===== config.mk =====
export PLATFORM = sky130hd
export DESIGN_NAME = agccs_core
export DESIGN_NICKNAME = d
export VERILOG_FILES = /design/src/design/agccs_pkg.sv /design/src/design/agccs_core.sv
export SDC_FILE = /design/constraint.sdc
export NUM_CORES = 1
export LEC_CHECK = 0
export ABC_AREA = 0
export BUFFER_PORTS_ARGS = -buffer_cell sky130_fd_sc_hd__buf_4
export CORE_MARGIN = 1.5
export CORE_UTILIZATION = 60
export CTS_CLUSTER_DIAMETER = 120
export CTS_CLUSTER_SIZE = 14
export DETAILED_ROUTE_END_ITERATION = 12
export PLACE_DENSITY_LB_ADDON = 0.15
export SLEW_MARGIN = 20
export SYNTH_ARGS = -nofsm -noshare
export SYNTH_HDL_FRONTEND = slang
export SYNTH_SLANG_ARGS = --single-unit

===== constraint.sdc =====
create_clock -name clk_i -period 6.04 [get_ports clk_i]
set_input_delay 0.604 -clock clk_i [delete_from_list [all_inputs] [get_ports clk_i]]
set_output_delay 0.604 -clock clk_i [all_outputs]
set_load 0.03 [all_outputs]

===== src/design/agccs_pkg.sv =====
//------------------------------------------------------------------------------
// Purpose : constants, decoders and state type for the gain control and
//           carrier sense block
// Assumes : all levels are in whole dB, carried as 10-bit unsigned values
// Notes   : register map, field positions and reset values live here only
//------------------------------------------------------------------------------
package agccs_pkg;

    //--------------------------------------------------------------------------
    // register map
    //--------------------------------------------------------------------------
    localparam int         ADDR_W          = 6;
    localparam int         DATA_W          = 8;
    localparam int         DB_W            = 10;
    localparam logic [5:0] ADDR_THRESHOLDS = 6'h1C;  // gain_control_thresholds
    localparam logic [5:0] ADDR_TIMING     = 6'h1D;  // gain_control_loop_timing
    localparam logic [7:0] RST_THRESHOLDS  = 8'h40;  // priority 1, rel 00, abs 0000
    localparam logic [7:0] RST_TIMING      = 8'h91;  // dead zone 10, wait 01, low nibble 0001
    localparam logic [7:0] THRESH_WR_MASK  = 8'h7F;  // top bit is not used

    //--------------------------------------------------------------------------
    // field positions and special codes
    //--------------------------------------------------------------------------
    localparam int         PRIO_BIT  = 6;
    localparam int         REL_LSB   = 4;
    localparam int         ABS_LSB   = 0;
    localparam int         DZ_LSB    = 6;
    localparam int         WAIT_LSB  = 4;
    localparam logic [1:0] REL_OFF   = 2'h0;
    localparam logic [3:0] ABS_OFF   = 4'h8;         // minus eight means disabled

    //--------------------------------------------------------------------------
    // gain stages
    //--------------------------------------------------------------------------
    localparam int         STAGE_W   = 3;
    localparam logic [2:0] STAGE_MAX = 3'h7;         // full gain of one stage
    localparam logic [2:0] STAGE_MIN = 3'h0;
    localparam logic [5:0] WAIT_UNIT = 6'h08;        // settle wait grows in steps of 8

    typedef enum logic [0:0] {AGCCS_SETTLE, AGCCS_TRACK} agccs_state_t;

    // amplitude goal in dB for each code
    function automatic logic [9:0] agccs_goal_db(input logic [2:0] code);
        case (code)
            3'h0:    agccs_goal_db = 10'h018;  // 24
            3'h1:    agccs_goal_db = 10'h01B;  // 27
            3'h2:    agccs_goal_db = 10'h01E;  // 30
            3'h3:    agccs_goal_db = 10'h021;  // 33
            3'h4:    agccs_goal_db = 10'h024;  // 36
            3'h5:    agccs_goal_db = 10'h026;  // 38
            3'h6:    agccs_goal_db = 10'h028;  // 40
            default: agccs_goal_db = 10'h02A;  // 42
        endcase
    endfunction : agccs_goal_db

    // relative rise needed for carrier sense, 0 when disabled
    function automatic logic [9:0] agccs_rel_db(input logic [1:0] code);
        case (code)
            2'h1:    agccs_rel_db = 10'h006;
            2'h2:    agccs_rel_db = 10'h00A;
            2'h3:    agccs_rel_db = 10'h00E;
            default: agccs_rel_db = 10'h000;
        endcase
    endfunction : agccs_rel_db

    // samples to ignore after a gain step: 8, 16, 24, 32
    function automatic logic [5:0] agccs_wait(input logic [1:0] code);
        agccs_wait = WAIT_UNIT * ({4'h0, code} + 6'h01);
    endfunction : agccs_wait

    // dead zone above the goal before gain is lowered
    function automatic logic [9:0] agccs_zone_hi(input logic [1:0] code);
        case (code)
            2'h0:    agccs_zone_hi = 10'h001;
            2'h1:    agccs_zone_hi = 10'h002;
            2'h2:    agccs_zone_hi = 10'h004;
            default: agccs_zone_hi = 10'h008;
        endcase
    endfunction : agccs_zone_hi

    // dead zone below the goal before gain is raised
    function automatic logic [9:0] agccs_zone_lo(input logic [1:0] code);
        case (code)
            2'h0:    agccs_zone_lo = 10'h001;
            2'h1:    agccs_zone_lo = 10'h001;
            2'h2:    agccs_zone_lo = 10'h002;
            default: agccs_zone_lo = 10'h004;
        endcase
    endfunction : agccs_zone_lo

endpackage : agccs_pkg


===== src/design/agccs_core.sv =====
//------------------------------------------------------------------------------
// Purpose : gain stepping between two front-end stages and carrier sense
// Assumes : amplitude samples arrive on clk_i with a one-cycle valid strobe
// Notes   : registers reached by a plain address/strobe port
//
// Behaviour
// - with the priority bit set, gain is lowered on the first stage before the second.
// - with the priority bit clear, the second stage goes to minimum before the first is lowered.
// - carrier sense asserts on a sudden rise of signal strength by the selected relative step.
// - relative code 00 disables, 01 needs 6 dB, 10 needs 10 dB, 11 needs 14 dB.
// - carrier sense asserts when strength passes the goal plus a signed 1 dB step offset.
// - absolute code 1000 disables absolute detection instead of meaning eight below.
// - codes 1001 to 0111 place the level from 7 dB below to 7 dB above the goal.
// - the absolute level is compared with the amplitude as it would be without gain reduction.
// - the dead zone code picks 1, 2, 4 or 8 dB above and 1, 1, 2 or 4 dB below the goal as hysteresis on gain changes.
// - after a gain step, 8, 16, 24 or 32 samples are ignored before tracking resumes.
// - the top bit of the thresholds register reads zero and ignores writes.
// - the amplitude goal spans 24 to 42 dB over eight codes, defaulting to 33 dB.
//------------------------------------------------------------------------------
`timescale 1ns/1ps
`default_nettype none

module agccs_core
    import agccs_pkg::*;
#(
    parameter int          AMP_W   = 8,            // width of the amplitude estimate
    parameter logic [9:0]  STEP_DB = 10'h003,      // gain lost per stage step
    parameter logic [2:0]  GOAL    = 3'h3          // amplitude goal code
) (
    input  wire logic              clk_i,          // 50 MHz clock
    input  wire logic              reset_i,        // sync reset, active high
    input  wire logic [ADDR_W-1:0] reg_addr_i,     // register address
    input  wire logic [7:0]        reg_wdata_i,    // write data
    input  wire logic              reg_wr_i,       // write strobe
    input  wire logic              reg_rd_i,       // read strobe
    output logic      [7:0]        reg_rdata_o,    // read data, one cycle later
    input  wire logic              sample_valid_i, // new amplitude sample
    input  wire logic [AMP_W-1:0]  amplitude_i,    // amplitude in dB after gain
    output logic      [2:0]        stage1_gain_o,  // first amplifier stage gain
    output logic      [2:0]        stage2_gain_o,  // second amplifier stage gain
    output logic                   gain_step_o,    // pulse on each gain change
    output logic                   carrier_sense_o // carrier sense level
);

    //--------------------------------------------------------------------------
    // registers
    //--------------------------------------------------------------------------
    logic [7:0]   thresholds_ff;
    logic [7:0]   timing_ff;
    logic [2:0]   lna1_ff;
    logic [2:0]   lna2_ff;
    logic [5:0]   settle_cnt_ff;
    agccs_state_t state_ff;
    logic         step_ff;
    logic         cs_ff;
    logic         rel_hold_ff;
    logic [9:0]   rel_base_ff;
    logic [9:0]   prev_lvl_ff;
    logic         have_prev_ff;
    logic [7:0]   rdata_ff;

    //--------------------------------------------------------------------------
    // decoded fields and levels
    //--------------------------------------------------------------------------
    logic       amp_stage_priority;
    logic [1:0] cs_relative_step;
    logic [3:0] cs_absolute_level;
    logic [1:0] gain_dead_zone_select;
    logic [1:0] settle_code;
    logic [9:0] amplitude_goal_db;
    logic [9:0] rel_db;
    logic [9:0] reduction_db;
    logic [9:0] raw_lvl;
    logic [9:0] abs_lvl;
    logic       abs_en;
    logic       rel_en;
    logic       abs_hit;
    logic       rel_hit;
    logic       too_high;
    logic       too_low;
    logic       can_lower;
    logic       can_raise;
    logic       track_sample;
    logic       dec_req;
    logic       inc_req;

    assign amp_stage_priority    = thresholds_ff[PRIO_BIT];
    assign cs_relative_step      = thresholds_ff[REL_LSB +: 2];
    assign cs_absolute_level     = thresholds_ff[ABS_LSB +: 4];
    assign gain_dead_zone_select = timing_ff[DZ_LSB +: 2];
    assign settle_code           = timing_ff[WAIT_LSB +: 2];
    assign amplitude_goal_db     = agccs_goal_db(GOAL);
    assign rel_db                = agccs_rel_db(cs_relative_step);

    // gain taken away by both stages together
    assign reduction_db = ({7'h00, STAGE_MAX - lna1_ff} + {7'h00, STAGE_MAX - lna2_ff}) * STEP_DB;
    // strength as it would read with no gain reduction
    assign raw_lvl      = DB_W'(amplitude_i) + reduction_db;
    // signed offset in 1 dB steps around the goal; goal is never below 24
    assign abs_lvl      = amplitude_goal_db + {{6{cs_absolute_level[3]}}, cs_absolute_level};
    assign abs_en       = (cs_absolute_level != ABS_OFF);
    assign rel_en       = (cs_relative_step != REL_OFF);
    assign abs_hit      = abs_en && (raw_lvl >= abs_lvl);
    assign rel_hit      = rel_en && have_prev_ff && (raw_lvl >= prev_lvl_ff + rel_db);

    // dead zone keeps the loop from hunting around the goal
    assign too_high     = amplitude_i > AMP_W'(amplitude_goal_db + agccs_zone_hi(gain_dead_zone_select));
    assign too_low      = DB_W'(amplitude_i) + agccs_zone_lo(gain_dead_zone_select) < amplitude_goal_db;
    assign can_lower    = (lna1_ff != STAGE_MIN) || (lna2_ff != STAGE_MIN);
    assign can_raise    = (lna1_ff != STAGE_MAX) || (lna2_ff != STAGE_MAX);
    assign track_sample = sample_valid_i && (state_ff == AGCCS_TRACK);
    assign dec_req      = track_sample && too_high && can_lower;
    assign inc_req      = track_sample && too_low && can_raise;

    //--------------------------------------------------------------------------
    // register writes
    //--------------------------------------------------------------------------
    always_ff @(posedge clk_i) begin
        if (reset_i) begin
            thresholds_ff <= RST_THRESHOLDS;
            timing_ff     <= RST_TIMING;
        end else if (reg_wr_i) begin
            if (reg_addr_i == ADDR_THRESHOLDS) begin
                thresholds_ff <= reg_wdata_i & THRESH_WR_MASK;
            end
            if (reg_addr_i == ADDR_TIMING) begin
                timing_ff <= reg_wdata_i;
            end
        end
    end

    // read data; unmapped addresses read zero
    always_ff @(posedge clk_i) begin
        if (reset_i) begin
            rdata_ff <= 8'h00;
        end else if (reg_rd_i) begin
            case (reg_addr_i)
                ADDR_THRESHOLDS: rdata_ff <= thresholds_ff & THRESH_WR_MASK;
                ADDR_TIMING:     rdata_ff <= timing_ff;
                default:         rdata_ff <= 8'h00;
            endcase
        end
    end

    //--------------------------------------------------------------------------
    // gain stepping: lowering order follows priority, raising undoes it
    //--------------------------------------------------------------------------
    always_ff @(posedge clk_i) begin
        if (reset_i) begin
            lna1_ff <= STAGE_MAX;
            lna2_ff <= STAGE_MAX;
        end else if (dec_req) begin
            if (amp_stage_priority) begin
                if (lna1_ff != STAGE_MIN) begin
                    lna1_ff <= lna1_ff - 3'h1;
                end else begin
                    lna2_ff <= lna2_ff - 3'h1;
                end
            end else begin
                if (lna2_ff != STAGE_MIN) begin
                    lna2_ff <= lna2_ff - 3'h1;
                end else begin
                    lna1_ff <= lna1_ff - 3'h1;
                end
            end
        end else if (inc_req) begin
            if (amp_stage_priority) begin
                if (lna2_ff != STAGE_MAX) begin
                    lna2_ff <= lna2_ff + 3'h1;
                end else begin
                    lna1_ff <= lna1_ff + 3'h1;
                end
            end else begin
                if (lna1_ff != STAGE_MAX) begin
                    lna1_ff <= lna1_ff + 3'h1;
                end else begin
                    lna2_ff <= lna2_ff + 3'h1;
                end
            end
        end
    end

    //--------------------------------------------------------------------------
    // settle wait: samples after a step still carry the old gain's transient
    //--------------------------------------------------------------------------
    always_ff @(posedge clk_i) begin
        if (reset_i) begin
            state_ff      <= AGCCS_TRACK;
            settle_cnt_ff <= 6'h00;
        end else begin
            case (state_ff)
                AGCCS_TRACK: begin
                    if (dec_req || inc_req) begin
                        state_ff      <= AGCCS_SETTLE;
                        settle_cnt_ff <= agccs_wait(settle_code);
                    end
                end
                AGCCS_SETTLE: begin
                    if (sample_valid_i) begin
                        settle_cnt_ff <= settle_cnt_ff - 6'h01;
                        if (settle_cnt_ff == 6'h01) begin
                            state_ff <= AGCCS_TRACK;
                        end
                    end
                end
                default: begin
                    state_ff <= AGCCS_TRACK;
                end
            endcase
        end
    end

    // one-cycle pulse per gain change
    always_ff @(posedge clk_i) begin
        if (reset_i) begin
            step_ff <= 1'b0;
        end else begin
            step_ff <= dec_req || inc_req;
        end
    end

    //--------------------------------------------------------------------------
    // carrier sense
    //--------------------------------------------------------------------------
    // previous raw level is the reference for a sudden rise
    always_ff @(posedge clk_i) begin
        if (reset_i) begin
            prev_lvl_ff  <= 10'h000;
            have_prev_ff <= 1'b0;
        end else if (sample_valid_i) begin
            prev_lvl_ff  <= raw_lvl;
            have_prev_ff <= 1'b1;
        end
    end

    // relative detection holds until strength falls back under base plus step;
    // a new rise in the same cycle wins over the release
    always_ff @(posedge clk_i) begin
        if (reset_i) begin
            rel_hold_ff <= 1'b0;
            rel_base_ff <= 10'h000;
        end else if (!rel_en) begin
            rel_hold_ff <= 1'b0;
        end else if (sample_valid_i) begin
            if (rel_hit) begin
                rel_hold_ff <= 1'b1;
                rel_base_ff <= prev_lvl_ff;
            end else if (raw_lvl < rel_base_ff + rel_db) begin
                rel_hold_ff <= 1'b0;
            end
        end
    end

    always_ff @(posedge clk_i) begin
        if (reset_i) begin
            cs_ff <= 1'b0;
        end else if (!abs_en && !rel_en) begin
            cs_ff <= 1'b0;
        end else if (sample_valid_i) begin
            cs_ff <= abs_hit || rel_hit || (rel_hold_ff && rel_en && raw_lvl >= rel_base_ff + rel_db);
        end
    end

    assign reg_rdata_o     = rdata_ff;
    assign stage1_gain_o   = lna1_ff;
    assign stage2_gain_o   = lna2_ff;
    assign gain_step_o     = step_ff;
    assign carrier_sense_o = cs_ff;
endmodule : agccs_core

`default_nettype wire


Word level (Yosys, flattened, before mapping)
Cells that the tools add are included.
{"block": "totals", "regBits": 60, "out_inout_bits": 16, "word_cells": 121}
{"block": "op_classes", "add_sub_neg": 15, "multipliers": 1, "order_cmp": 6, "n_eq_ne": 20, "muxes": 29, "bitwise_logic": 2, "n_reduce_logical": 35}
{"cell": "$mux 3", "count": 16}
{"cell": "$ge 9x10->1", "count": 3}
{"cell": "$pmux 4 s3", "count": 2}
{"cell": "$ne 3x3->1 const B", "count": 6}
{"cell": "$pmux 8 s2", "count": 1}
{"cell": "$eq 6x5->1 const B", "count": 2}
{"cell": "$mux 6", "count": 2}
{"cell": "$pmux 6 s2", "count": 1}
{"cell": "$logic_and 1x1->1", "count": 11}
{"cell": "$add 10x10->10", "count": 1}
{"cell": "$add 10x4->10", "count": 1}
{"cell": "$add 8x10->10", "count": 1}
{"cell": "$lt 10x6->1 const B", "count": 1}
{"cell": "$lt 9x10->1", "count": 1}
{"cell": "$reduce_and 5->1", "count": 2}
{"cell": "$add 8x6->9", "count": 1}
{"cell": "$reduce_bool 3->1", "count": 3}
{"cell": "$add 6x8->8 const A", "count": 1}
{"cell": "$add 7x4->8 const A", "count": 1}
{"cell": "$gt 8x8->1", "count": 1}
{"cell": "$reduce_and 2->1", "count": 4}
{"cell": "$add 3x1->3 const B", "count": 2}
{"cell": "$eq 2x2->1 const B", "count": 3}
{"cell": "$eq 6x1->1 const B", "count": 1}
{"cell": "22 further kinds", "count": 40}

Depth between registers and ports, before layout
{"block": "logic_depth", "depth_word": 10, "ltp_mapped": 21, "ltp_nobuf": 20}

Worst setup path after synthesis
OpenSTA, ideal clock, no wires.
{"block": "synth_timing", "kind": "register -> register", "start": "register lna2_ff[0] (netlist: stage2_gain_o[0])", "end": "register rel_base_ff[0]", "setup_time_ps": 128, "arrival_ps": 4305, "required_ps": 5912, "setup_slack_ps": 1608, "stages_incl_launch_ff": 22, "period_less_slack_ps": 4432, "path_cell_list": "dfxtp_1 -> inv_1 -> ha_1 -> inv_1 -> fa_1 -> inv_1 -> fa_1 -> ha_1 -> inv_1 -> fa_1 -> nor2b_1 -> o21ai_0 -> a21oi_1 -> xnor2_1 -> inv_1 -> ha_1 -> a211oi_1 -> o211ai_1 -> nand3_1 -> buf_2 -> mux2i_1 -> nor2_1"}
{"block": "synth_via", "elab_chain_cells": 7}
{"item": "from (decl)", "line_no": "agccs_core.sv:51", "text": "logic [2:0] lna2_ff;"}
{"item": "from (signal assigned)", "line_no": "agccs_core.sv:157", "text": "lna2_ff <= lna2_ff - 3'h1;"}
{"item": "from (signal assigned)", "line_no": "agccs_core.sv:161", "text": "lna2_ff <= lna2_ff - 3'h1;"}
{"item": "from (signal assigned)", "line_no": "agccs_core.sv:169", "text": "lna2_ff <= lna2_ff + 3'h1;"}
{"item": "$sub 3x3->3", "line_no": "agccs_core.sv:96", "text": "assign reduction_db = ({7'h00, STAGE_MAX - lna1_ff} + {7'h00, STAGE_MAX - lna2_ff}) * STEP_DB;"}
{"item": "$add 3x3->4", "line_no": "agccs_core.sv:96"}
{"item": "$mul 4x2->6", "line_no": "agccs_core.sv:96"}
{"item": "$add 8x6->9", "line_no": "agccs_core.sv:98", "text": "assign raw_lvl = DB_W'(amplitude_i) + reduction_db;"}
{"item": "net raw_lvl[7]", "line_no": "agccs_core.sv:73", "text": "logic [9:0] raw_lvl;"}
{"item": "$ge 9x10->1", "line_no": "agccs_core.sv:104", "text": "assign rel_hit = rel_en && have_prev_ff && (raw_lvl >= prev_lvl_ff + rel_db);"}
{"item": "$logic_and 1x1->1", "line_no": "agccs_core.sv:104"}
{"item": "$reduce_and 3->1 (no source line)"}
{"item": "to (signal assigned)", "line_no": "agccs_core.sv:247", "text": "rel_base_ff <= prev_lvl_ff;"}
{"item": "to (decl)", "line_no": "agccs_core.sv:57", "text": "logic [9:0] rel_base_ff;"}
The timed path passes the listed nets, and every way through them passes these cells.
A chain may end at the register's enable or synchronous reset.

Worst setup path in the final report
{"block": "layout_timing", "start": "register lna2_ff[0] (netlist: stage2_gain_o[0])", "end": "register cs_ff (netlist: carrier_sense_o)"}
{"block": "layout_via", "elab_chain_cells": 8, "elab_cells_between_ends": 12, "classes_between": "add/sub (3); mul (1); order compare (3); reduce/logical (5)"}
{"item": "$sub 3x3->3 (*)", "line_no": "agccs_core.sv:96"}
{"item": "$add 3x3->4 (*)", "line_no": "agccs_core.sv:96"}
{"item": "$mul 4x2->6 (*)", "line_no": "agccs_core.sv:96"}
{"item": "$add 8x6->9 (*)", "line_no": "agccs_core.sv:98"}
{"item": "net raw_lvl[7]", "line_no": "agccs_core.sv:73"}
{"item": "$ge 9x10->1, on equally long branches", "line_no": "agccs_core.sv:103, agccs_core.sv:104"}
{"item": "$logic_and 1x1->1, on equally long branches", "line_no": "agccs_core.sv:103, agccs_core.sv:104"}
{"item": "$logic_or 1x1->1", "line_no": "agccs_core.sv:260", "text": "cs_ff <= abs_hit || rel_hit || (rel_hold_ff && rel_en && raw_lvl >= rel_base_ff + rel_db);"}
{"item": "$logic_or 1x1->1 (*)", "line_no": "agccs_core.sv:260"}
{"item": "to (signal assigned)", "line_no": "agccs_core.sv:260"}
{"item": "to (decl)", "line_no": "agccs_core.sv:55", "text": "logic cs_ff;"}
Mark *: on every way through the listed nets, which the timed path passes. The rest lies on a longest branch.

==> impl_metrics.xml <==
<?xml version="1.0" encoding="UTF-8"?>
<metrics>
  <group name="run_status">
    <metric name="outcome" unit="">finished clean</metric>
  </group>
  <group name="synthesis">
    <metric name="dominant_combinational_cell_family_by_area_after_synthesis" unit="">adder cells</metric>
    <metric name="synth_sequential_area_ratio" unit="%">26.4</metric>
    <metric name="syn-mean-instance-area" unit="sq um">8.48</metric>
    <metric name="synth.net_count" unit="">607</metric>
    <metric name="synth_simple_gate_area_share" unit="%">19.4</metric>
    <metric name="post_synth_num_cell_types" unit="">60</metric>
    <metric name="synth_enable_flop_cells" unit="">0</metric>
    <metric name="ys_seq_elements" unit="">58</metric>
    <metric name="post_synthesis_share_of_cell_area_spent_on_full_adders_half_adders_and_majority_gates" unit="%">19.4</metric>
    <metric name="synth.mux.area_fraction" unit="%">6.93</metric>
    <metric name="synth_top_flop_cell" unit="">sky130_fd_sc_hd__dfxtp_1</metric>
    <metric name="synthesis.yosys.warnings" unit="">0</metric>
    <metric name="syn-cell-area" unit="sq mm">0.00439</metric>
    <metric name="post_synth_xor_area_fraction" unit="%">4.39</metric>
    <metric name="synth-compound-area-share" unit="%">17.8</metric>
    <metric name="asyncSetResetFlopFracSynth" unit="%">0</metric>
    <metric name="netlist_instances" unit="">518</metric>
  </group>
  <group name="finish">
    <metric name="num_antenna_cells" unit="">0</metric>
    <metric name="multi_input_comb_area" unit="sq mm">0.00298</metric>
    <metric name="flow.area_growth_from_synthesis" unit="%">13.8</metric>
    <metric name="fin_nets" unit="">641</metric>
    <metric name="filler_cell_count" unit="">566</metric>
    <metric name="share_of_cells_above_drive_strength_1" unit="%">14.0</metric>
    <metric name="sequential_cell_area" unit="sq mm">0.00116</metric>
    <metric name="post-route-cell-area" unit="sq mm">0.00500</metric>
  </group>
  <group name="global_route">
    <metric name="initial_antenna_violation_count" unit="">0</metric>
    <metric name="global_route_wire_length_before_repair" unit="microns">16500</metric>
    <metric name="grt_start_max_net_pins" unit="">77</metric>
    <metric name="grt.overflow.total" unit="">0</metric>
    <metric name="first_global_vias" unit="">3572</metric>
    <metric name="global_route_usage_sum" unit="%">27.4</metric>
  </group>
  <group name="setup_path">
    <metric name="cp_max_fanout" unit="">11</metric>
    <metric name="cp_data_required_time" unit="ns">6.25</metric>
    <metric name="worstSetupEndpointType" unit="">flip-flop</metric>
    <metric name="critical_path_start_end_classification" unit="">flip-flop to flip-flop</metric>
    <metric name="critical_path_arrival" unit="ns">5.27</metric>
    <metric name="startpoint_of_the_lowest_slack_register_to_register_path" unit="">stage2_gain_o[0]</metric>
    <metric name="timing.critical_path.from_type" unit="">flip-flop</metric>
    <metric name="setup.worst_path.start" unit="">stage2_gain_o[0]</metric>
  </group>
  <group name="sta">
    <metric name="setup_total_negative_slack" unit="ns">0</metric>
    <metric name="setup_violations" unit="">0</metric>
    <metric name="final_period_minus_worst_setup_slack" unit="ns">5.06</metric>
    <metric name="fmax" unit="GHz">0.198</metric>
    <metric name="unrepaired_setup_endpoints_after_global_routing" unit="">no</metric>
    <metric name="period_share" unit="%">83.7</metric>
    <metric name="slew_of_the_pin_with_the_lowest_slew_margin" unit="ns">0.854</metric>
    <metric name="hold_viol" unit="">0</metric>
    <metric name="final-max-slew-violation-count" unit="">0</metric>
    <metric name="final.setup_skew" unit="ns">0.0120</metric>
    <metric name="relSlewSlack" unit="%">42.7</metric>
  </group>
  <group name="cts">
    <metric name="post_cts_buffers" unit="">0</metric>
    <metric name="cts_sinks" unit="">58</metric>
    <metric name="post_cts_resized" unit="">0</metric>
    <metric name="clockRootBuffer" unit="">sky130_fd_sc_hd__clkbuf_8</metric>
    <metric name="cts-hold-fix-buffers" unit="">0</metric>
    <metric name="tritoncts" unit="">done</metric>
    <metric name="clk_transition_reported_paths" unit="ns">0.08</metric>
    <metric name="ctsLongestPathBuffers" unit="">2</metric>
    <metric name="clk-insertion-delay-late" unit="ns">0.35</metric>
    <metric name="h-tree-depth" unit="">3</metric>
    <metric name="tritoncts.num_buffers" unit="">9</metric>
  </group>
  <group name="die">
    <metric name="floorplan.initialDensity" unit="%">61.2</metric>
    <metric name="fp.dieH" unit="microns">88.5</metric>
    <metric name="floorplan.die.width" unit="microns">88.5</metric>
    <metric name="num_rows" unit="">31</metric>
    <metric name="io_pins" unit="">43</metric>
    <metric name="design.core.area" unit="sq mm">0.00718</metric>
    <metric name="die_area" unit="sq mm">0.00784</metric>
  </group>
  <group name="route">
    <metric name="num_vias" unit="">3802</metric>
    <metric name="vias_per_cell" unit="">5.80</metric>
    <metric name="drc" unit="">0</metric>
    <metric name="routedWlPerCell" unit="microns">15.4</metric>
    <metric name="totalWireLength" unit="microns">10100</metric>
    <metric name="drtAntennaViolNets" unit="">0</metric>
    <metric name="detailedRoute.firstPassIterationCount" unit="">4</metric>
    <metric name="initialDrtViolationCount" unit="">219</metric>
  </group>
  <group name="place">
    <metric name="detailedPlacementHpwl" unit="microns">7580</metric>
    <metric name="gpl.final_weighted_congestion" unit="">0.842</metric>
    <metric name="io_buffer_count" unit="">42</metric>
    <metric name="dpl-instance-area" unit="sq mm">0.00475</metric>
  </group>
  <group name="run">
    <metric name="timing.max_cap.violations" unit="">0</metric>
  </group>
  <group name="pwr">
    <metric name="p_leak" unit="uW">0.00232</metric>
    <metric name="power_density_over_the_cells" unit="mW/mm^2">269</metric>
    <metric name="vdd_drop_max" unit="uV">167</metric>
  </group>
  <group name="worst_hold_path">
    <metric name="min_from" unit="">settle_cnt_ff[4]</metric>
    <metric name="worstHoldPathType" unit="">flip-flop to flip-flop</metric>
  </group>
</metrics>
[metal layers]
metal	vias up	GRT usage (%)	routed length, microns
met4	0	9.38	142
met3	14	5.04	462
li1	1889	-	-
met2	86	44.7	4750
met1	1813	36.7	4740
met5	-	0	0
[worst paths after layout]
check | to | slack (ns) | cells after the start
hold reg to reg | settle_cnt_ff[4] | 0.48 | 2
setup / recovery | carrier_sense_o | 0.98 | 20
hold / removal | settle_cnt_ff[4] | 0.48 | 2
setup reg to reg | carrier_sense_o | 0.98 | 20
[sequential cells by signal (all words and copies together) (netlist names), 3 cells and up]
register	cells
prev_lvl_ff	9
reg_rdata_o	8
rel_base_ff	9
settle_cnt_ff	6
stage1_gain_o	3
stage2_gain_o	3
thresholds_ff	7
timing_ff	8
[per-stage QoR]
stage                     power, uW  hold slack, ns  setup slack, ns  util (%)  std cells
after global placement          868           0.442             1.25      66.2        640
after CTS                      1350           0.479            0.983      69.6        656
final                          1340           0.477            0.982      69.6        656
after floorplan                 762           0.435             1.61         -        518
after detailed placement        884           0.466             1.09      66.2        640
after global routing           1430           0.495            0.556      69.6        656
[where the power goes]
part	internal [uW]	switching, uW	leakage (uW)
logic	195	257	0.00172
clock network	278	182	0.000124
registers	404	28.8	0.000472
total	877	467	0.00232
[synthesized netlist by cell type (3+ instances only)]
| library cell | n | area [sq um] |
|---|---|---|
| sky130_fd_sc_hd__o211ai_1 | 6 | 45.0 |
| sky130_fd_sc_hd__xnor2_1 | 16 | 140 |
| sky130_fd_sc_hd__and3_1 | 6 | 37.5 |
| sky130_fd_sc_hd__nor3b_1 | 5 | 37.5 |
| sky130_fd_sc_hd__a211oi_1 | 12 | 90.1 |
| sky130_fd_sc_hd__o2bb2ai_1 | 3 | 26.3 |
| sky130_fd_sc_hd__a21oi_1 | 24 | 120 |
| sky130_fd_sc_hd__a22oi_1 | 7 | 52.6 |
| sky130_fd_sc_hd__nand4_1 | 5 | 31.3 |
| sky130_fd_sc_hd__dfxtp_1 | 58 | 1160 |
| sky130_fd_sc_hd__clkbuf_1 | 11 | 41.3 |
| sky130_fd_sc_hd__fa_1 | 10 | 200 |
| sky130_fd_sc_hd__buf_2 | 3 | 15.0 |
| sky130_fd_sc_hd__a211o_1 | 5 | 43.8 |
| sky130_fd_sc_hd__mux2i_1 | 27 | 270 |
| sky130_fd_sc_hd__a21o_1 | 8 | 60.1 |
| sky130_fd_sc_hd__a21oi_2 | 3 | 26.3 |
| sky130_fd_sc_hd__mux2_2 | 3 | 33.8 |
| sky130_fd_sc_hd__buf_1 | 4 | 15.0 |
| sky130_fd_sc_hd__or3_1 | 3 | 18.8 |
| sky130_fd_sc_hd__nand2_1 | 24 | 90.1 |
| sky130_fd_sc_hd__nor2_1 | 77 | 289 |
| sky130_fd_sc_hd__nor2b_1 | 10 | 62.6 |
| sky130_fd_sc_hd__ha_1 | 52 | 651 |
| sky130_fd_sc_hd__nor3_1 | 10 | 50.1 |
| sky130_fd_sc_hd__nand3_1 | 8 | 40.0 |
| sky130_fd_sc_hd__inv_1 | 44 | 165 |
| sky130_fd_sc_hd__nand2b_1 | 10 | 62.6 |
| sky130_fd_sc_hd__o21ai_0 | 14 | 70.1 |
| sky130_fd_sc_hd__nor4_1 | 4 | 25.0 |
| sky130_fd_sc_hd__xor2_1 | 6 | 52.6 |
[final cells by class]
type	instances	area share [%]
Clock buffer	9	2.48
Clock inverter	7	2.50
Inverter	45	3.38
Multi-Input combinational cell	396	59.6
Sequential cell	58	23.2
Tap cell	99	2.48
Timing Repair Buffer	42	6.31
[logic make-up after synthesis]
| kind of cell | Yosys count |
|---|---|
| AO/OA/AOI/OAI | 107 |
| XOR/XNOR | 22 |
| adder cells (fa/ha/maj) | 62 |
| buffers and inverters | 64 |
| flip-flops | 58 |
| multiplexers | 30 |
| AND/OR/NAND/NOR | 175 |
[layout by cell type (no fill, tap or decap), drive strengths merged, types with 4 or more instances in the layout]
cell | Yosys | layout
nor2 | 77 | 77
dfxtp | 58 | 58
ha | 52 | 52
inv | 44 | 46
buf | 8 | 42
mux2i | 27 | 27
a21oi | 27 | 27
nand2 | 26 | 26
xnor2 | 16 | 16
o21ai | 16 | 16
a211oi | 14 | 14
nor2b | 10 | 10
nor3 | 10 | 10
nand2b | 10 | 10
fa | 10 | 10
clkbuf | 11 | 9
a21o | 9 | 9
nand3 | 8 | 8
a22oi | 7 | 7
xor2 | 6 | 6
o211ai | 6 | 6
and3 | 6 | 6
nand4 | 5 | 5
nor3b | 5 | 5
a211o | 5 | 5
nor4 | 5 | 5
or3 | 4 | 4
[worst max-delay path, cell delays in order, from the launching register on]
cell                       delay [ns]
sky130_fd_sc_hd__dfxtp_1         0.36
sky130_fd_sc_hd__inv_1           0.16
sky130_fd_sc_hd__ha_1            0.21
sky130_fd_sc_hd__inv_1           0.06
sky130_fd_sc_hd__fa_1            0.48
sky130_fd_sc_hd__inv_1           0.07
sky130_fd_sc_hd__fa_1            0.52
sky130_fd_sc_hd__ha_1            0.17
sky130_fd_sc_hd__inv_1           0.06
sky130_fd_sc_hd__fa_1            0.40
sky130_fd_sc_hd__nor2b_1         0.11
sky130_fd_sc_hd__o21ai_0         0.12
sky130_fd_sc_hd__a21oi_1         0.20
sky130_fd_sc_hd__xnor2_1         0.18
sky130_fd_sc_hd__inv_1           0.09
sky130_fd_sc_hd__ha_1            0.32
sky130_fd_sc_hd__a211oi_1        0.32
sky130_fd_sc_hd__o211ai_1        0.15
sky130_fd_sc_hd__nand3_1         0.58
sky130_fd_sc_hd__a221o_1         0.27
sky130_fd_sc_hd__o221ai_1        0.10
Power figures use the tool's default switching activity.
